==> config.mk <==
export PLATFORM = sky130hd
export DESIGN_NAME = drg_refresh_gen
export DESIGN_NICKNAME = d
export VERILOG_FILES = /design/src/inc/drg_pkg.sv /design/src/rtl/drg_refresh_gen.sv
export SDC_FILE = /design/constraint.sdc
export NUM_CORES = 1
export LEC_CHECK = 0
export BUFFER_PORTS_ARGS = -buffer_cell sky130_fd_sc_hd__buf_2
export CAP_MARGIN = 20
export CORE_ASPECT_RATIO = 0.5
export CORE_UTILIZATION = 47
export CTS_CLUSTER_SIZE = 16
export DETAILED_ROUTE_END_ITERATION = 6
export PLACE_DENSITY = 0.74
export SYNTH_ARGS = -nofsm -noshare
export SYNTH_HDL_FRONTEND = slang
export SYNTH_SLANG_ARGS = --single-unit
==> constraint.sdc <==
create_clock -name i_core_clk -period 1.5 [get_ports i_core_clk]
set_clock_uncertainty 0.1 [all_clocks]
set_input_delay 0.225 -clock i_core_clk [delete_from_list [all_inputs] [get_ports i_core_clk]]
set_output_delay 0.225 -clock i_core_clk [all_outputs]
set_load 0.02 [all_outputs]
==> src/inc/drg_pkg.sv <==
// Package with constants and types for the refresh row generator
package drg_pkg;
  // ----------------------------------------
  // Timing
  // ----------------------------------------
  localparam int CLK_HZ = 100_000_000;
  localparam int TICK_HZ = 64_000;
  // Longest interval between ticks, rounded down
  localparam int TICK_CYCLES = CLK_HZ / TICK_HZ;
  localparam int ROW_W = 8;
  localparam int ROWS = 256;
  localparam int WINDOW_US = 4000;
  // ----------------------------------------
  // Reset values
  // ----------------------------------------
  localparam logic [ROW_W-1:0] ROW_RST = 8'h00;
  localparam logic [ROW_W-1:0] ADDR_RST = 8'h00;
  // Address bus bundle
  typedef struct packed {
    logic [ROW_W-1:0] addr;
    logic refresh_row_msb;
  } drg_bus_s;
endpackage

==> src/rtl/drg_refresh_gen.sv <==
// Refresh row counter, pacing timebase and address multiplexer
`timescale 1ns/100ps
`default_nettype none
module drg_refresh_gen #(
  parameter int TICK_CYCLES = drg_pkg::TICK_CYCLES
) (
  input wire logic i_core_clk,
  input wire logic i_rst,
  input wire logic i_refresh_grant,
  input wire logic i_refresh_done,
  input wire logic [7:0] i_access_addr,
  output logic o_refresh_req,
  output logic o_refresh_cycle,
  output logic [7:0] o_mem_addr,
  output logic o_refresh_row_msb,
  output logic [7:0] o_refresh_row
);
  // ----------------------------------------
  // Timebase
  // ----------------------------------------
  // Width of the tick divider and its last count
  localparam int TW = $clog2(TICK_CYCLES);
  localparam logic [TW-1:0] TICK_LAST = TW'(TICK_CYCLES - 1);
  localparam logic [TW-1:0] TICK_ONE = TW'(1);
  // Whole row sweep must fit inside one refresh window
  localparam longint SWEEP_CYCLES = longint'(drg_pkg::ROWS) * longint'(TICK_CYCLES);
  localparam longint WINDOW_CYCLES = longint'(drg_pkg::CLK_HZ / 1_000_000) * longint'(drg_pkg::WINDOW_US);
  localparam bit WINDOW_OK = (SWEEP_CYCLES <= WINDOW_CYCLES);
  logic [TW-1:0] tick_cnt;
  logic in_refresh;
  // One-cycle strobe at the end of each divider period
  wire tick = (tick_cnt == TICK_LAST);
  wire [TW-1:0] next_tick_cnt = tick ? '0 : tick_cnt + TICK_ONE;
  // same per-row rate serves 16K parts
  always_ff @(posedge i_core_clk or posedge i_rst) begin
    if (i_rst) begin
      tick_cnt <= '0;
    end else begin
      tick_cnt <= next_tick_cnt;
    end
  end
  // ----------------------------------------
  // Request and cycle control
  // ----------------------------------------
  // A grant counts only while a request waits and the bus is free
  wire grant_take = o_refresh_req & i_refresh_grant & ~in_refresh;
  // Done outside a refresh cycle is ignored
  wire finish = in_refresh & i_refresh_done;
  // tick sets, grant clears; set wins
  wire next_req = tick | (o_refresh_req & ~grant_take);
  // Refresh stays open from grant until done is seen
  wire next_in_refresh = grant_take | (in_refresh & ~i_refresh_done);
  // Pending request and open cycle
  always_ff @(posedge i_core_clk or posedge i_rst) begin
    if (i_rst) begin
      o_refresh_req <= 1'b0;
      in_refresh <= 1'b0;
    end else begin
      o_refresh_req <= next_req;
      in_refresh <= next_in_refresh;
    end
  end
  // ----------------------------------------
  // Row counter
  // ----------------------------------------
  // full 8-bit counter covers 256 rows
  // step and wrap after each completed refresh
  wire [7:0] next_row = finish ? o_refresh_row + 8'h01 : o_refresh_row;
  // Row counter register
  always_ff @(posedge i_core_clk or posedge i_rst) begin
    if (i_rst) begin
      o_refresh_row <= drg_pkg::ROW_RST;
    end else begin
      o_refresh_row <= next_row;
    end
  end
  // ----------------------------------------
  // Address multiplexer
  // ----------------------------------------
  // 8-bit mux onto the 8-bit bus
  wire next_cycle = next_in_refresh;
  // Row is latched at grant and held for the whole refresh cycle
  wire [7:0] held_addr = grant_take ? o_refresh_row : o_mem_addr;
  wire [7:0] next_addr = next_cycle ? held_addr : i_access_addr;
  drg_pkg::drg_bus_s next_bus;
  assign next_bus.addr = next_addr;
  assign next_bus.refresh_row_msb = next_addr[7];
  // Bus registers, so every bus output comes from a flip-flop
  always_ff @(posedge i_core_clk or posedge i_rst) begin
    if (i_rst) begin
      o_mem_addr <= drg_pkg::ADDR_RST;
      o_refresh_row_msb <= 1'b0;
      o_refresh_cycle <= 1'b0;
    end else begin
      o_mem_addr <= next_bus.addr;
      o_refresh_row_msb <= next_bus.refresh_row_msb;
      o_refresh_cycle <= next_cycle;
    end
  end
endmodule
`default_nettype wire

==> results.md <==
* Routed wl met3 at 126 um
* Async SR Flop Fraction at 1.00
* Maximum clock rate at 663 MHz
* Reg2reg setup slack at -9 ps
* Mapped Cells at 124
* Maximum vdd drop at 0.000653 V
* RSZ-0062 raised after global routing: true
* PnR worst setup slack at -9.16 ps
* Nets at 189
* Mapped cell area at 1340 um2
* Die Ht at 39.7 um
* Post-synth EDFFs at 0
* Final WL at 2750 um
* Initial Util at 0.504
* Clk Latency, worst-skew pair at 280 ps
* FILL cells at 193
* Cell at the slowest stage of the critical path: or4_4
* GR Util All Layers at 0.190
* Cell variety after synth at 28
* Post-Place Worst Slack at -35.1 ps
* Row cnt at 13
* Violated checks: setup timing
* Hold Path Sink: o_refresh_row[2]
* Crit-path cells: or4_4 -> nor3_4 -> buf_6 -> a21oi_1
* Setup crit start kind: flop
* RR Endpoint: tick_cnt[10]
* Crit path required time at 1550 ps
* FF+latch count, synth at 29
* Yosys warns at 0
* Worst-case clock buffer depth at 2
* Drt wl/cell at 13.0 um
* H-tree depth at 2
* Avg Vias per Cell at 5.01
* Total number of vias at 1,063
* DRT iter0 DRCs at 39
* Hold Crit Start: i_refresh_done
* TritonCTS clock tree: done
* Area Growth Syn to Fin at 33.6%
* Sequential fraction of the synthesis area at 0.543
* DR WL met2 at 1260 um
* M1 WL at 1300 um
* Power Total at 0.00170 W
* Uppermost layer routed: met4
* Count of final setup violators at 1
* First-pass GRT wire length at 4040 um
* Initial antenna violation count at 0
* # Max-Cap Violations at 0
* Syn_nets at 139
* Final HPWL DP at 1850 um
* Vias in the first global route at 891
* Worst path arrival time at 1560 ps
* Die area at 3080 um2
* Setup CP Type: flop to flop
* GRT overflow at 0
* Largest net degree at the start of global routing at 30
* Commonest non-fill, non-tap cell in the layout: buf_2
* Status: complete, but fails checks
* Crit Path Max Fanout at 7
* Worst Tran Pin Value at 583 ps
* Drt pass-1 iters at 4
* Worst setup EP type: flop
* Top delay family on crit path: simple AND/OR/NAND/NOR gates
* Lkg Pwr at 0.922 nW
* Min-delay worst type: input port to flop
* Commonest cells after routing, fill and taps aside: buf_2, dfrtp_1, nor2_1, buf_4, a21oi_1
* Final worst path period need at 1510 ps
* I/O Buffers at 30
* Finished Cell Area at 1790 um2
* Drc violations at 0
* Final-report hold violation count at 0
* Remaining antenna violation count after routing at 0
* Top_reg_cell synth: dfrtp_1
* Layout cell share with drive strength beyond 1 at 0.343
* Core area at 2650 um2
* Final Max Tran Viols at 0
* I/O pin total at 31
* Fin crit share at 1.01
* WP buf/inv at 1
* Rel. slew slack at 0.611
* Clock transition at the registers of the reported paths at 60 ps
* Max stage delay on crit path at 540 ps
* WHS at 158 ps
* Hold Path Stages at 3
* Pwr Density at 954 nW/um2
* Routability congestion estimate from global placement at 0.806
* Num CTS Buffers at 5
* CTS Root Cell: clkbuf_8
* Avg Synthesized Cell Area at 10.8 um2
* Sink Count at 29
* Die X at 77.4 um
* Antenna cell count at 0
* Worst reg2reg startpoint: tick_cnt[8]
* Placed Area at 1610 um2
* Worst Reg-to-Reg Cells at 4
flip-flops by register name, summed over array words and instances, names as in the netlist:
| name | count |
|---|---|
| o_refresh_cycle | 1 |
| o_mem_addr | 8 |
| o_refresh_req | 1 |
| tick_cnt | 11 |
| o_refresh_row | 8 |
metrics by stage:
stage                     utilization  std cells  setup TNS [ps]
final                           0.674        212           -9.16
after CTS                       0.657        209               0
after detailed placement        0.605        199           -35.1
after global routing            0.674        212            -305
after global placement          0.605        199               0
after floorplan                     -        124               0
how the worst max path moves through the flow:
stage / slack (ps) / depth (start not counted) / to / from
after floorplan: 5 / 4 / tick_cnt[10] / tick_cnt[0]
after global placement: 30 / 4 / tick_cnt[10] / tick_cnt[8]
after detailed placement: -40 / 4 / tick_cnt[10] / tick_cnt[1]
after CTS: 10 / 4 / tick_cnt[10] / tick_cnt[8]
after global routing: -60 / 4 / tick_cnt[10] / tick_cnt[8]
final: -9 / 4 / tick_cnt[10] / tick_cnt[8]
worst reg2reg max path, stage by stage (launching register included):
cell	delay [ps]
dfrtp_1	380
or4_4	540
nor3_4	150
buf_6	170
a21oi_1	50
synthesized netlist by cell type, types with 2 or more instances:
cell type   n  area [um2]
a21oi_1     9        45.0
mux2i_1     8        80.1
nand4_1     5        31.3
buf_2       2        10.0
nand2_1     7        26.3
a31oi_1     2        12.5
nor2_1     17        63.8
ha_1        3        37.5
inv_1       5        18.8
xor2_1      6        52.6
nor3_1      2        10.0
nor4_1      2        12.5
xnor2_1     8        70.1
nand3_1     6        30.0
dfrtp_1    29         726
per-layer routing:
metal	GRT usage	up-vias
met2	0.314	27
met5	0	-
li1	-	527
met3	0.0651	8
met4	0.0849	0
met1	0.232	501
where the power goes:
part / total [W] / internal, W / switching (W)
clock network: 0.000829 / 0.000541 / 0.000288
registers: 0.000798 / 0.000793 / 0.00000498
logic: 0.0000770 / 0.0000309 / 0.0000461
total: 0.00170 / 0.00137 / 0.000339
cell families after synthesis:
logic type / after synthesis / share of synthesized area
mux: 9 / 0.0683
compound gates: 13 / 0.0543
buf+inv: 9 / 0.0299
flops: 29 / 0.543
xor+xnor: 14 / 0.0917
fa+ha+maj: 3 / 0.0281
simple gates: 47 / 0.185
cell type report:
cell class	count	area (um2)	area share
Clock buffer	7	86.3	0.0483
Inverter	5	18.8	0.0105
Multi-Input combinational cell	86	596	0.333
Timing Repair Buffer	47	284	0.159
Sequential cell	29	726	0.406
Tap cell	37	46.3	0.0259
Clock inverter	1	30.0	0.0168
timing repair:
action                     4_1_cts  5_1_grt
setup endpoints to repair        1        7
pin swaps                        0        2
hold buffers                     1        0
setup buffers                    1        3
hold endpoints to repair        29        0
resized for setup                1        5
No activity file was read; power rests on OpenSTA's default activity.
